### config.mk
export PLATFORM = sky130hd
export DESIGN_NAME = anres_regs
export DESIGN_NICKNAME = d
export VERILOG_FILES = /design/src/common/anres_pkg.sv /design/src/verilog/anres_regs.sv
export SDC_FILE = /design/constraint.sdc
export NUM_CORES = 1
export LEC_CHECK = 0
export BUFFER_PORTS_ARGS = -buffer_cell sky130_fd_sc_hd__clkbuf_2
export CORE_ASPECT_RATIO = 0.5
export CORE_MARGIN = 1
export CORE_UTILIZATION = 47
export DETAILED_ROUTE_END_ITERATION = 10
export GPL_TIMING_DRIVEN = 0
export PLACE_DENSITY = 0.8
export RECOVER_POWER = 100
export REMOVE_ABC_BUFFERS = 1
export SLEW_MARGIN = 10
export SYNTH_ARGS = -nofsm -noshare
export SYNTH_HDL_FRONTEND = slang
export SYNTH_SLANG_ARGS = --single-unit
### constraint.sdc
create_clock -name hclk -period 2.5 [get_ports hclk]
set_input_delay 0.25 -clock hclk [delete_from_list [all_inputs] [get_ports hclk]]
set_output_delay 0.25 -clock hclk [all_outputs]
set_load 0.1 [all_outputs]
### src/common/anres_pkg.sv
// constants, register map and carrier types of the negotiation result register block
package anres_pkg;

  // register indices: byte address = 4 * index
  localparam logic [15:0] ANRES_IDX_NP_HIGH = 16'h020D;
  localparam logic [15:0] ANRES_IDX_ADV = 16'h020E;
  localparam logic [15:0] ANRES_IDX_PARTNER = 16'h020F;
  localparam logic [15:0] ANRES_IDX_FORCED = 16'h8000;
  localparam logic [15:0] ANRES_IDX_STATUS = 16'h8001;
  localparam logic [15:0] ANRES_IDX_IRQ_STAT = 16'h8002;
  localparam logic [15:0] ANRES_IDX_IRQ_MASK = 16'h8003;
  localparam logic [15:0] ANRES_IDX_NP_LOW = 16'h020B;

  localparam int ANRES_BIT_ADV_LONG = 15;
  localparam int ANRES_BIT_ADV_EEE = 14;
  localparam int ANRES_BIT_ADV_HI_ABL = 13;
  localparam int ANRES_BIT_ADV_HI_REQ = 12;
  localparam int ANRES_BIT_FORCED = 0;
  localparam int ANRES_BIT_NP_SEEN = 10;

  localparam logic [15:0] ANRES_RST_NP_HIGH = 16'h0000;
  localparam logic ANRES_RST_ADV_LONG = 1'b1;
  localparam logic ANRES_RST_FORCED = 1'b0;
  localparam logic [1:0] ANRES_TXLVL_NOT_RUN = 2'h0;
  localparam logic [1:0] ANRES_ROLE_NOT_RUN = 2'h0;
  localparam logic [3:0] ANRES_TECH_NULL = 4'h0;

  // number of interrupt events: next page seen, good-check entry, link good
  localparam int ANRES_IRQ_N = 3;

  // results from the arbitration logic
  typedef struct packed {
    logic [15:0] partner_page_code_two;
    logic partner_long_reach_ability;
    logic partner_eee_ability;
    logic partner_high_level_ability;
    logic partner_high_level_request;
    logic partner_short_reach_full_duplex;
    logic partner_short_reach_half_duplex;
    logic partner_page_request_seen;
    logic good_check_entry;
    logic incompatible_link_flag;
    logic [1:0] tx_level_outcome;
    logic [1:0] role_outcome;
    logic [3:0] common_tech_code;
    logic negotiation_done_flag;
  } anres_arb_t;

  // controls driven toward the arbitration logic
  typedef struct packed {
    logic adv_long_reach_ability;
    logic adv_high_level_ability;
    logic adv_high_level_request;
    logic forced_mode_active;
  } anres_ctl_t;

endpackage

### src/verilog/anres_regs.sv
// negotiation result registers behind an ahb-lite slave
//
// Implementation choice: the AHB-Lite interface to the registers.
`timescale 1ns/1ps
module anres_regs (
  input wire logic hclk,
  input wire logic hresetn,
  input wire logic hsel,
  input wire logic [31:0] haddr,
  input wire logic [1:0] htrans,
  input wire logic hwrite,
  input wire logic [2:0] hsize,
  input wire logic [31:0] hwdata,
  input wire logic hready,
  output logic hreadyout,
  output logic hresp,
  output logic [31:0] hrdata,
  input wire logic negotiation_enable,
  input wire logic strap_high_level,
  input wire logic adv_energy_eff_ability,
  input wire anres_pkg::anres_arb_t arb_in,
  output anres_pkg::anres_ctl_t ctl_out,
  output logic irq
);
  import anres_pkg::*;

  ////////////////////////////////////////////////////////////////////////
  // state
  typedef struct packed {
    logic strap_s1;
    logic strap_s2;
    logic [1:0] strap_cnt;
    logic wr_pend;
    logic [15:0] wr_idx;
    logic [15:0] np_high;
    logic adv_long;
    logic adv_hi_abl;
    logic adv_hi_req;
    logic forced;
    logic np_seen;
    logic inc_link;
    logic [1:0] tx_lvl;
    logic [1:0] role;
    logic [3:0] tech;
    logic [ANRES_IRQ_N-1:0] irq_stat;
    logic [ANRES_IRQ_N-1:0] irq_mask;
    logic [31:0] rdata;
  } anres_state_t;

  anres_state_t s_r;
  anres_state_t s_nxt;
  logic rd_req;
  logic wr_req;
  logic [15:0] rd_idx;
  logic [15:0] rd_val;
  logic [ANRES_IRQ_N-1:0] ev;
  logic [15:0] wv;

  assign rd_req = hsel && hready && htrans[1] && !hwrite;
  assign wr_req = hsel && hready && htrans[1] && hwrite;
  assign rd_idx = haddr[17:2];
  assign wv = hwdata[15:0];
  assign ev = {arb_in.negotiation_done_flag, arb_in.good_check_entry,
               arb_in.partner_page_request_seen};

  ////////////////////////////////////////////////////////////////////////
  // read mux
  always_comb begin
    rd_val = 16'h0000;
    unique case (rd_idx)
      ANRES_IDX_NP_HIGH: rd_val = s_r.np_high;
      ANRES_IDX_ADV: begin
        rd_val[ANRES_BIT_ADV_LONG] = s_r.adv_long;
        rd_val[ANRES_BIT_ADV_EEE] = adv_energy_eff_ability;
        rd_val[ANRES_BIT_ADV_HI_ABL] = s_r.adv_hi_abl;
        rd_val[ANRES_BIT_ADV_HI_REQ] = s_r.adv_hi_req;
      end
      ANRES_IDX_PARTNER: begin
        rd_val[15:12] = {arb_in.partner_long_reach_ability, arb_in.partner_eee_ability,
                         arb_in.partner_high_level_ability,
                         arb_in.partner_high_level_request};
        rd_val[7:6] = {arb_in.partner_short_reach_full_duplex,
                       arb_in.partner_short_reach_half_duplex};
      end
      ANRES_IDX_FORCED: rd_val[ANRES_BIT_FORCED] = s_r.forced;
      ANRES_IDX_STATUS: rd_val = {5'h00, s_r.np_seen, s_r.inc_link, s_r.tx_lvl,
                                  s_r.role, s_r.tech,
                                  arb_in.negotiation_done_flag};
      ANRES_IDX_IRQ_STAT: rd_val = {13'h0000, s_r.irq_stat};
      ANRES_IDX_IRQ_MASK: rd_val = {13'h0000, s_r.irq_mask};
      default: rd_val = 16'h0000;
    endcase
  end

  ////////////////////////////////////////////////////////////////////////
  // next state
  always_comb begin
    s_nxt = s_r;
    s_nxt.strap_s1 = strap_high_level;
    s_nxt.strap_s2 = s_r.strap_s1;
    // strap caught on third edge after reset release, once both flops hold the pin
    if (s_r.strap_cnt != 2'h3) begin
      s_nxt.strap_cnt = s_r.strap_cnt + 2'h1;
    end
    if (s_r.strap_cnt == 2'h2) begin
      s_nxt.adv_hi_abl = s_r.strap_s2;
      s_nxt.adv_hi_req = s_r.strap_s2;
    end
    if (rd_req) begin
      s_nxt.rdata = {16'h0000, rd_val};
      if (rd_idx == ANRES_IDX_NP_LOW) begin
        s_nxt.np_high = arb_in.partner_page_code_two;
      end
      if (rd_idx == ANRES_IDX_STATUS && s_r.np_seen) begin
        s_nxt.np_seen = 1'b0;
      end
      if (rd_idx == ANRES_IDX_IRQ_STAT) begin
        s_nxt.irq_stat = '0;
      end
    end
    // write data phase
    if (s_r.wr_pend) begin
      unique case (s_r.wr_idx)
        ANRES_IDX_ADV: begin
          s_nxt.adv_long = wv[ANRES_BIT_ADV_LONG];
          s_nxt.adv_hi_abl = wv[ANRES_BIT_ADV_HI_ABL];
          s_nxt.adv_hi_req = wv[ANRES_BIT_ADV_HI_REQ];
        end
        ANRES_IDX_FORCED: s_nxt.forced = wv[ANRES_BIT_FORCED];
        ANRES_IDX_IRQ_MASK: s_nxt.irq_mask = wv[ANRES_IRQ_N-1:0];
        default: s_nxt.forced = s_nxt.forced;
      endcase
    end
    s_nxt.wr_pend = wr_req;
    s_nxt.wr_idx = rd_idx;
    // events win over a clearing read
    if (arb_in.partner_page_request_seen) begin
      s_nxt.np_seen = 1'b1;
    end
    if (arb_in.good_check_entry) begin
      s_nxt.inc_link = arb_in.incompatible_link_flag;
      s_nxt.tx_lvl = arb_in.tx_level_outcome;
      s_nxt.role = arb_in.role_outcome;
      s_nxt.tech = arb_in.common_tech_code;
    end
    s_nxt.irq_stat = s_nxt.irq_stat | ev;
  end

  always_ff @(posedge hclk or negedge hresetn) begin
    if (!hresetn) begin
      s_r <= '0;
      s_r.np_high <= ANRES_RST_NP_HIGH;
      s_r.adv_long <= ANRES_RST_ADV_LONG;
      s_r.forced <= ANRES_RST_FORCED;
      s_r.tx_lvl <= ANRES_TXLVL_NOT_RUN;
      s_r.role <= ANRES_ROLE_NOT_RUN;
      s_r.tech <= ANRES_TECH_NULL;
    end else begin
      s_r <= s_nxt;
    end
  end

  ////////////////////////////////////////////////////////////////////////
  // outputs
  assign hreadyout = 1'b1;
  assign hresp = 1'b0;
  assign hrdata = s_r.rdata;
  assign irq = |(s_r.irq_stat & s_r.irq_mask);
  assign ctl_out.adv_long_reach_ability = s_r.adv_long;
  assign ctl_out.adv_high_level_ability = s_r.adv_hi_abl;
  assign ctl_out.adv_high_level_request = s_r.adv_hi_req;
  assign ctl_out.forced_mode_active = !negotiation_enable && s_r.forced;

  ////////////////////////////////////////////////////////////////////////
  // checks
  np_capture_a: assert property (@(posedge hclk) disable iff (!hresetn)
    rd_req && rd_idx == ANRES_IDX_NP_LOW |=> s_r.np_high == $past(arb_in.partner_page_code_two))
    else $error("next page high not captured");

  np_read_a: assert property (@(posedge hclk) disable iff (!hresetn)
    rd_req && rd_idx == ANRES_IDX_NP_HIGH |=> hrdata[15:0] == $past(s_r.np_high))
    else $error("next page high read wrong");

  np_hold_a: assert property (@(posedge hclk) disable iff (!hresetn)
    !(rd_req && rd_idx == ANRES_IDX_NP_LOW) |=> $stable(s_r.np_high))
    else $error("next page high changed without capture");

  high_half_zero_a: assert property (@(posedge hclk) disable iff (!hresetn)
    hrdata[31:16] == 16'h0000)
    else $error("upper read data half not zero");

  np_low_zero_a: assert property (@(posedge hclk) disable iff (!hresetn)
    rd_req && rd_idx == ANRES_IDX_NP_LOW |=> hrdata == 32'h00000000)
    else $error("low next page index not zero");

  adv_write_a: assert property (@(posedge hclk) disable iff (!hresetn)
    s_r.wr_pend && s_r.wr_idx == ANRES_IDX_ADV
    |=> s_r.adv_long == $past(hwdata[15]) && s_r.adv_hi_req == $past(hwdata[12]))
    else $error("advert write lost");

  adv_hold_a: assert property (@(posedge hclk) disable iff (!hresetn)
    !(s_r.wr_pend && s_r.wr_idx == ANRES_IDX_ADV) |=> $stable(s_r.adv_long))
    else $error("advert bit changed without write");

  adv_read_a: assert property (@(posedge hclk) disable iff (!hresetn)
    rd_req && rd_idx == ANRES_IDX_ADV |=> hrdata[15] == $past(s_r.adv_long))
    else $error("advert bit read wrong");

  eee_live_a: assert property (@(posedge hclk) disable iff (!hresetn)
    rd_req && rd_idx == ANRES_IDX_ADV |=> hrdata[14] == $past(adv_energy_eff_ability))
    else $error("energy efficient mirror wrong");

  adv_reserved_a: assert property (@(posedge hclk) disable iff (!hresetn)
    rd_req && rd_idx == ANRES_IDX_ADV |=> hrdata[11:0] == 12'h000)
    else $error("advert reserved bits set");

  strap_load_a: assert property (@(posedge hclk) disable iff (!hresetn)
    s_r.strap_cnt == 2'h2 && !(s_r.wr_pend && s_r.wr_idx == ANRES_IDX_ADV)
    |=> s_r.adv_hi_abl == $past(s_r.strap_s2) && s_r.adv_hi_req == $past(s_r.strap_s2))
    else $error("strap not loaded into advert");

  strap_done_a: assert property (@(posedge hclk) disable iff (!hresetn)
    s_r.strap_cnt == 2'h3 |=> s_r.strap_cnt == 2'h3)
    else $error("strap load repeated");

  adv_hi_write_a: assert property (@(posedge hclk) disable iff (!hresetn)
    s_r.wr_pend && s_r.wr_idx == ANRES_IDX_ADV |=> s_r.adv_hi_abl == $past(hwdata[13]))
    else $error("high level ability write lost");

  partner_high_a: assert property (@(posedge hclk) disable iff (!hresetn)
    rd_req && rd_idx == ANRES_IDX_PARTNER
    |=> hrdata[15] == $past(arb_in.partner_long_reach_ability)
    && hrdata[14] == $past(arb_in.partner_eee_ability)
    && hrdata[13] == $past(arb_in.partner_high_level_ability)
    && hrdata[12] == $past(arb_in.partner_high_level_request))
    else $error("partner ability mirror wrong");

  partner_duplex_a: assert property (@(posedge hclk) disable iff (!hresetn)
    rd_req && rd_idx == ANRES_IDX_PARTNER
    |=> hrdata[7] == $past(arb_in.partner_short_reach_full_duplex)
    && hrdata[6] == $past(arb_in.partner_short_reach_half_duplex))
    else $error("partner duplex mirror wrong");

  partner_reserved_a: assert property (@(posedge hclk) disable iff (!hresetn)
    rd_req && rd_idx == ANRES_IDX_PARTNER |=> hrdata[11:8] == 4'h0 && hrdata[5:0] == 6'h00)
    else $error("partner reserved bits set");

  forced_mode_a: assert property (@(posedge hclk) disable iff (!hresetn)
    ctl_out.forced_mode_active == (!negotiation_enable && s_r.forced))
    else $error("forced mode wrong");

  forced_off_a: assert property (@(posedge hclk) disable iff (!hresetn)
    negotiation_enable |-> !ctl_out.forced_mode_active)
    else $error("forced mode active with negotiation on");

  forced_clear_a: assert property (@(posedge hclk) disable iff (!hresetn)
    !s_r.forced |-> !ctl_out.forced_mode_active)
    else $error("forced mode active with bit clear");

  forced_write_a: assert property (@(posedge hclk) disable iff (!hresetn)
    s_r.wr_pend && s_r.wr_idx == ANRES_IDX_FORCED |=> s_r.forced == $past(hwdata[0]))
    else $error("forced bit write lost");

  forced_read_a: assert property (@(posedge hclk) disable iff (!hresetn)
    rd_req && rd_idx == ANRES_IDX_FORCED |=> hrdata[15:0] == {15'h0, $past(s_r.forced)})
    else $error("forced register read wrong");

  forced_hold_a: assert property (@(posedge hclk) disable iff (!hresetn)
    !(s_r.wr_pend && s_r.wr_idx == ANRES_IDX_FORCED) |=> $stable(s_r.forced))
    else $error("forced bit changed without write");

  np_latch_a: assert property (@(posedge hclk) disable iff (!hresetn)
    arb_in.partner_page_request_seen |=> s_r.np_seen)
    else $error("next page request not latched");

  np_keep_a: assert property (@(posedge hclk) disable iff (!hresetn)
    s_r.np_seen && !(rd_req && rd_idx == ANRES_IDX_STATUS) |=> s_r.np_seen)
    else $error("latched bit lost without read");

  np_spurious_a: assert property (@(posedge hclk) disable iff (!hresetn)
    !s_r.np_seen && !arb_in.partner_page_request_seen |=> !s_r.np_seen)
    else $error("latched bit set without request");

  status_read_a: assert property (@(posedge hclk) disable iff (!hresetn)
    rd_req && rd_idx == ANRES_IDX_STATUS
    |=> hrdata[10] == $past(s_r.np_seen) && hrdata[9] == $past(s_r.inc_link))
    else $error("status flags read wrong");

  np_clear_a: assert property (@(posedge hclk) disable iff (!hresetn)
    rd_req && rd_idx == ANRES_IDX_STATUS && s_r.np_seen && !arb_in.partner_page_request_seen
    |=> !s_r.np_seen && hrdata[10])
    else $error("latched bit not cleared by read");

  np_event_wins_a: assert property (@(posedge hclk) disable iff (!hresetn)
    rd_req && rd_idx == ANRES_IDX_STATUS && arb_in.partner_page_request_seen |=> s_r.np_seen)
    else $error("clearing read beat request event");

  result_load_a: assert property (@(posedge hclk) disable iff (!hresetn)
    arb_in.good_check_entry |=> s_r.tx_lvl == $past(arb_in.tx_level_outcome)
    && s_r.role == $past(arb_in.role_outcome) && s_r.inc_link == $past(arb_in.incompatible_link_flag))
    else $error("results not loaded");

  result_hold_a: assert property (@(posedge hclk) disable iff (!hresetn)
    !arb_in.good_check_entry |=> $stable(s_r.inc_link) && $stable(s_r.tx_lvl)
    && $stable(s_r.role) && $stable(s_r.tech))
    else $error("results changed without good-check entry");

  tx_read_a: assert property (@(posedge hclk) disable iff (!hresetn)
    rd_req && rd_idx == ANRES_IDX_STATUS |=> hrdata[8:7] == $past(s_r.tx_lvl))
    else $error("tx level field read wrong");

  role_read_a: assert property (@(posedge hclk) disable iff (!hresetn)
    rd_req && rd_idx == ANRES_IDX_STATUS |=> hrdata[6:5] == $past(s_r.role))
    else $error("role field read wrong");

  tech_read_a: assert property (@(posedge hclk) disable iff (!hresetn)
    rd_req && rd_idx == ANRES_IDX_STATUS |=> hrdata[4:1] == $past(s_r.tech))
    else $error("technology field read wrong");

  tech_load_a: assert property (@(posedge hclk) disable iff (!hresetn)
    arb_in.good_check_entry |=> s_r.tech == $past(arb_in.common_tech_code))
    else $error("technology field not loaded");

  done_live_a: assert property (@(posedge hclk) disable iff (!hresetn)
    rd_req && rd_idx == ANRES_IDX_STATUS |=> hrdata[0] == $past(arb_in.negotiation_done_flag))
    else $error("link good bit read wrong");

  reserved_zero_a: assert property (@(posedge hclk) disable iff (!hresetn)
    rd_req && rd_idx == ANRES_IDX_STATUS |=> hrdata[31:11] == 21'h0)
    else $error("reserved status bits set");

endmodule

Word level (Yosys, flattened, before mapping) --
Cells that the tools add are included.
Storage, ports and cells: bits of input ports 111, register bits 73, logic and storage cells 64, output and inout port bits 39
Cells by class: bitwise operators 2, eq/ne operators 13, multiplexer cells 14, reductions and logical operators 16, $add $sub $neg 1
Operators with widths (number):
- equality test 16 bit, second input constant | 6
- equality test 16 x 10 -> 1 bit, second input constant | 5
- case mux 5 bit (4 select lines) | 1
- case mux 4 bit (3 select lines) | 1
- AND reduction 2 bit | 5
- 2-to-1 mux 3 bit | 3
- case mux 4 bit (2 select lines) | 1
- logical AND 1 bit | 6
- case mux 2 bit (3 select lines) | 1
- case mux 1 bit (5 select lines) | 1
- 2-to-1 mux 1 bit | 4
- 2-to-1 mux 2 bit | 2
- nonzero test 2 bit | 2
- bitwise AND 3 bit | 1
- OR 3 bit | 1
- OR reduction 3 bit | 1
- adder 2 x 1 -> 2 bit, second input constant | 1
- equality test 2 bit, second input constant | 1
- zero test 1 bit | 2
- inequality test 2 bit, second input constant | 1

Depth between registers and ports, before layout --
depth in word-level cells 5, depth in mapped cells 6, depth with buffers taken out 5

Worst setup path before layout --
No wires, ideal clock.
kind in2reg, start point input haddr[7], end point register s_r[58] (netlist name), arrival 2.089 ns, data required time 2.375 ns, buffers on the path 2, library setup time 0.125 ns, path slack 0.286 ns, stages 6, cell sequence or4_4 > buf_6 > or2_4 > nor4_4 > buf_8 > mux2_4
Between the ends: longest elaborated chain between the ends 2
RTL lines:
- start: declaration | line anres_regs.sv:9 | input wire logic [31:0] haddr,
- equality test 16 x 10 -> 1 bit | line anres_regs.sv:111 | if (rd_idx == ANRES_IDX_NP_LOW) begin
- AND reduction 2 bit (no source line)
- end signal: assignment | line anres_regs.sv:159 | s_r <= s_nxt;
- end: declaration | line anres_regs.sv:50 | anres_state_t s_r;
No other way between the ends. A chain may end at the register's enable or synchronous reset.

Worst setup path after layout --
start point input haddr[2], end point register s_r (netlist bit hrdata[7])
Between the ends: longest elaborated chain between the ends 2, elaborated cells between the ends (all ways) 4, classes of those cells 3 x eq/ne; 1 x mux
RTL lines:
- equality test 16 bit or equality test 16 x 10 -> 1 bit (tied branches) | line anres_regs.sv:70 | unique case (rd_idx)
- case mux 2 bit (3 select lines) * | line anres_regs.sv:70
Every way passes the cells marked *; elsewhere a longest branch is shown, timed or not.

==> Flow_metrics.wiki <==
{| class="wikitable"
! Metric !! Value
|-
| Shortest period the worst path allows || 2.39 ns
|-
| CP Capture Type || register
|-
| Syn Inst Count || 275
|-
| Share of the yosys chip area belonging to registers || 54.1%
|-
| Number of flops mapped to enable cells by yosys || 0
|-
| Total half-perimeter wirelength after legalization and detailed placement || 5200 um
|-
| Maximum buffer depth of the clock tree || 2
|-
| Number of search-and-repair iterations in the first detailed-routing pass || 4
|-
| Chip width || 122 um
|-
| Register area || 1830 sq um
|-
| Data required time of the worst path || 2.75 ns
|-
| CP Data Arrival Time || 2.63 ns
|-
| TritonCTS Sinks || 73
|-
| Overall Global Routing Usage || 21.4%
|-
| First-pass GRT wire length || 11600 um
|-
| Switching part of the total power || 26.9%
|-
| Final Max Tran Viols || 0
|-
| Number of distinct library cell variants in the gate-level netlist after synthesis || 45
|-
| Worst reg-to-reg path cell count || 4
|-
| DIE AREA || 7560 sq um
|-
| Measured slew at the worst slew-check pin || 1.24 ns
|-
| Smallest hold slack || 0.0207 ns
|-
| Area growth from synthesis to layout || 17.6%
|-
| Proportion of layout cells with a drive suffix above 1 || 30.5%
|-
| Mean Syn Cell Area || 12.3 sq um
|-
| MaxCap Viol Count || 0
|-
| Worst-path clk slew || 0.06 ns
|-
| Reg-to-reg startpoint || s_r[73]$_DFF_PN0_
|-
| HP Class || in2reg
|-
| Internal power || 2.29 mW
|-
| Power share of the combinational group || 12.4%
|-
| Initial DRC Count || 166
|-
| RSZ-0062 raised after global routing || no
|-
| Clk Tree Root Cell || sky130_fd_sc_hd__clkbuf_16
|-
| Count of buffers inserted at the top-level ports || 85
|-
| Fill cells || 559
|-
| Peak supply drop || 0.433 mV
|-
| Result of the run || complete, no violations
|-
| Number of flip-flops and latches in the synthesized netlist || 73
|-
| Power density relative to cell area || 789 nW/um^2
|-
| Core Footprint || 6810 sq um
|-
| Final standard cell count with taps included and fillers excluded || 443
|-
| Post-place setup slack || -0.419 ns
|-
| Critical register-to-register path endpoint || ctl_out[2]$_DFF_PN0_
|-
| Antenna diodes || 0
|-
| Number of global-route vias before repair || 2292
|-
| Final critical-path share of the clock period || 95.4%
|-
| Largest net degree at the start of global routing || 64
|-
| Clock network fraction of design power || 47.8%
|-
| Routed Wire Length || 7580 um
|-
| Fin Clk Skew || 0.00786 ns
|-
| Reg-to-reg slack, setup || 0.49 ns
|-
| # H-tree levels || 3
|-
| Yosys Warn Count || 0
|-
| Clock tree from TritonCTS || done
|-
| Resized Gates After CTS || 0
|-
| Initial Util || 49.7%
|-
| Setup-failing EPs final || 0
|-
| Die Ht || 62.0 um
|-
| Routed length per placed instance || 17.1 um
|-
| Worst max-slew margin expressed relative to the limit || 16.8%
|-
| Clock latency on the worst-skew pair || 0.33 ns
|-
| Hold depth || 1
|-
| Final weighted congestion in routability-driven placement || 0.744
|-
| Number of vias in the routed layout || 2389
|-
| Vias per cell || 5.39
|-
| Number of top-level pins || 150
|-
| Worst min-delay path endpoint || s_nxt[87]$_DFF_PN0_
|-
| Startpoint type of the worst setup path || primary input
|-
| Routed Antenna Nets || 0
|-
| Crit-path max FO || 19
|-
| Share of power burned in registers || 39.8%
|-
| Post-Synthesis Cell Area || 3380 sq um
|-
| Async set or reset register ratio after synthesis || 100%
|-
| Initial antenna violation count || 0
|-
| Net switching power || 0.842 mW
|-
| Final hold violation count || 0
|-
| Overflow after GRT || 0
|-
| Static leakage power || 1.78 nW
|-
| Worst Setup Slack, final || 0.114 ns
|-
| Num CTS Buffers || 9
|-
| Number of placed instances with taps included || 424
|-
| Area of combinational cells with multiple inputs || 1240 sq um
|-
| DRC violation count after routing || 0
|-
| Maximum frequency from static timing analysis || 419 MHz
|-
| Worst hold start || strap_high_level
|-
| End-of-flow core utilization || 58.4%
|-
| Total Nets Final || 459
|-
| Total Power || 3.14 mW
|-
| Path type of the worst setup path || in2reg
|-
| Row Count || 21
|-
| Flip-flop cell with the highest count after synthesis || sky130_fd_sc_hd__dfrtp_1
|}
## metrics by stage
stage | instance area [sq um] | TNS, ns
after floorplan | 3110 | 0
after global placement | 3650 | -12.27
after detailed placement | 3690 | -8.26
after CTS | 4070 | 0
after global routing | 3980 | 0
final | 3980 | 0
## cells in the mapped netlist (all sizes together) (3+ instances only)
cell / count / area share (%)
nand4b: 3 / 0.78
nor2: 7 / 0.78
inv: 5 / 0.56
o21ai: 14 / 2.1
nand4: 3 / 0.56
or4b: 4 / 1.2
or4: 5 / 1.2
nand2: 17 / 1.9
nor4: 11 / 2.7
mux2: 36 / 13
clkbuf: 4 / 0.44
a22oi: 9 / 2.0
a21o: 4 / 0.89
nand3: 4 / 0.59
buf: 42 / 9.4
and2: 5 / 0.93
dfrtp: 72 / 53
a221o: 3 / 0.89
or2: 3 / 0.63
a31oi: 4 / 0.74
## sequential cells by signal, summed over array words and instances, names as in the netlist
register	flops
s_nxt	1
ctl_out	3
hrdata	16
s_r	53
## timing repair
| action | CTS | global route |
|---|---|---|
| hold endpoints to repair | 10 | 0 |
| setup endpoints to repair | 12 | 0 |
| hold buffers | 1 | 0 |
| buffers inserted | 1 | 0 |
## critical path, stage by stage
cell                       delay, ns
sky130_fd_sc_hd__clkbuf_2       0.34
sky130_fd_sc_hd__or4b_2         0.67
sky130_fd_sc_hd__nor4_1         0.96
sky130_fd_sc_hd__a21oi_1        0.21
sky130_fd_sc_hd__a31oi_1        0.20
## placed cells by master, fill, tap and decap left out, types with 3 or more instances in the layout
cell type,netlist,final
sky130_fd_sc_hd__and2_1,4,4
sky130_fd_sc_hd__inv_1,5,5
sky130_fd_sc_hd__bufinv_16,0,3
sky130_fd_sc_hd__mux2_2,26,25
sky130_fd_sc_hd__clkbuf_1,4,39
sky130_fd_sc_hd__a21o_1,4,4
sky130_fd_sc_hd__nand4b_1,3,4
sky130_fd_sc_hd__nor4_1,9,9
sky130_fd_sc_hd__nand2_1,17,17
sky130_fd_sc_hd__clkbuf_2,0,48
sky130_fd_sc_hd__clkbuf_16,0,9
sky130_fd_sc_hd__a22oi_1,9,9
sky130_fd_sc_hd__o21ai_0,14,14
sky130_fd_sc_hd__conb_1,2,18
sky130_fd_sc_hd__dfrtp_1,72,72
sky130_fd_sc_hd__or4_1,4,5
sky130_fd_sc_hd__mux2_1,0,6
sky130_fd_sc_hd__nand3_1,4,4
sky130_fd_sc_hd__mux2_4,10,5
sky130_fd_sc_hd__nand4_1,3,3
sky130_fd_sc_hd__nor2_1,7,7
sky130_fd_sc_hd__or4b_2,4,4
sky130_fd_sc_hd__a221o_1,3,3
sky130_fd_sc_hd__a31oi_1,4,4
## worst max path at each step
stage	cells after the start	startpoint	slack, ns	end
3_5_place_dp	5	hwrite	-0.42	s_r[54]$_DFFE_PN0P_
4_1_cts	5	haddr[2]	0.13	hrdata[7]$_DFFE_PN0P_
2_1_floorplan	4	haddr[7]	0.04	s_r[52]$_DFFE_PN0P_
3_3_place_gp	4	hwrite	-0.68	s_r[54]$_DFFE_PN0P_
5_1_grt	5	haddr[2]	0.02	hrdata[7]$_DFFE_PN0P_
6_report	5	haddr[2]	0.11	hrdata[7]$_DFFE_PN0P_
## power by group through the flow
stage / Clock [mW] / Combinational (mW) / Sequential (mW)
6_report: 1.50 / 0.388 / 1.25
5_1_grt: 1.57 / 0.410 / 1.25
4_1_cts: 1.52 / 0.398 / 1.25
3_5_place_dp: 0 / 0.390 / 1.27
3_3_place_gp: 0 / 0.377 / 1.27
2_1_floorplan: 0 / 0.181 / 1.35
## metal layers
| metal | part of all wire, % | GRT usage (%) |
|---|---|---|
| met4 | 1.5 | 10.1 |
| met2 | 50 | 36.2 |
| met1 | 41 | 26.2 |
| met5 | 0 | 0 |
| met3 | 7.4 | 6.11 |
## kinds of logic after synthesis
| kind of cell | count (synthesis) | share of synthesized area (%) |
|---|---|---|
| flops | 73 | 54.1 |
| buf+inv | 51 | 10.4 |
| xor+xnor | 1 | 0.259 |
| fa+ha+maj | 2 | 0.740 |
| compound gates | 38 | 7.44 |
| other cells | 2 | 0.222 |
| simple gates | 71 | 13.1 |
| mux | 37 | 13.8 |
## layout make-up
cell class | count | area share [%]
Timing Repair Buffer | 89 | 10.7
Clock buffer | 9 | 5.67
Tap cell | 92 | 2.90
Inverter | 5 | 0.472
Clock inverter | 7 | 3.15
Multi-Input combinational cell | 168 | 31.2
Sequential cell | 73 | 46.0
Power figures use the tool's default switching activity.
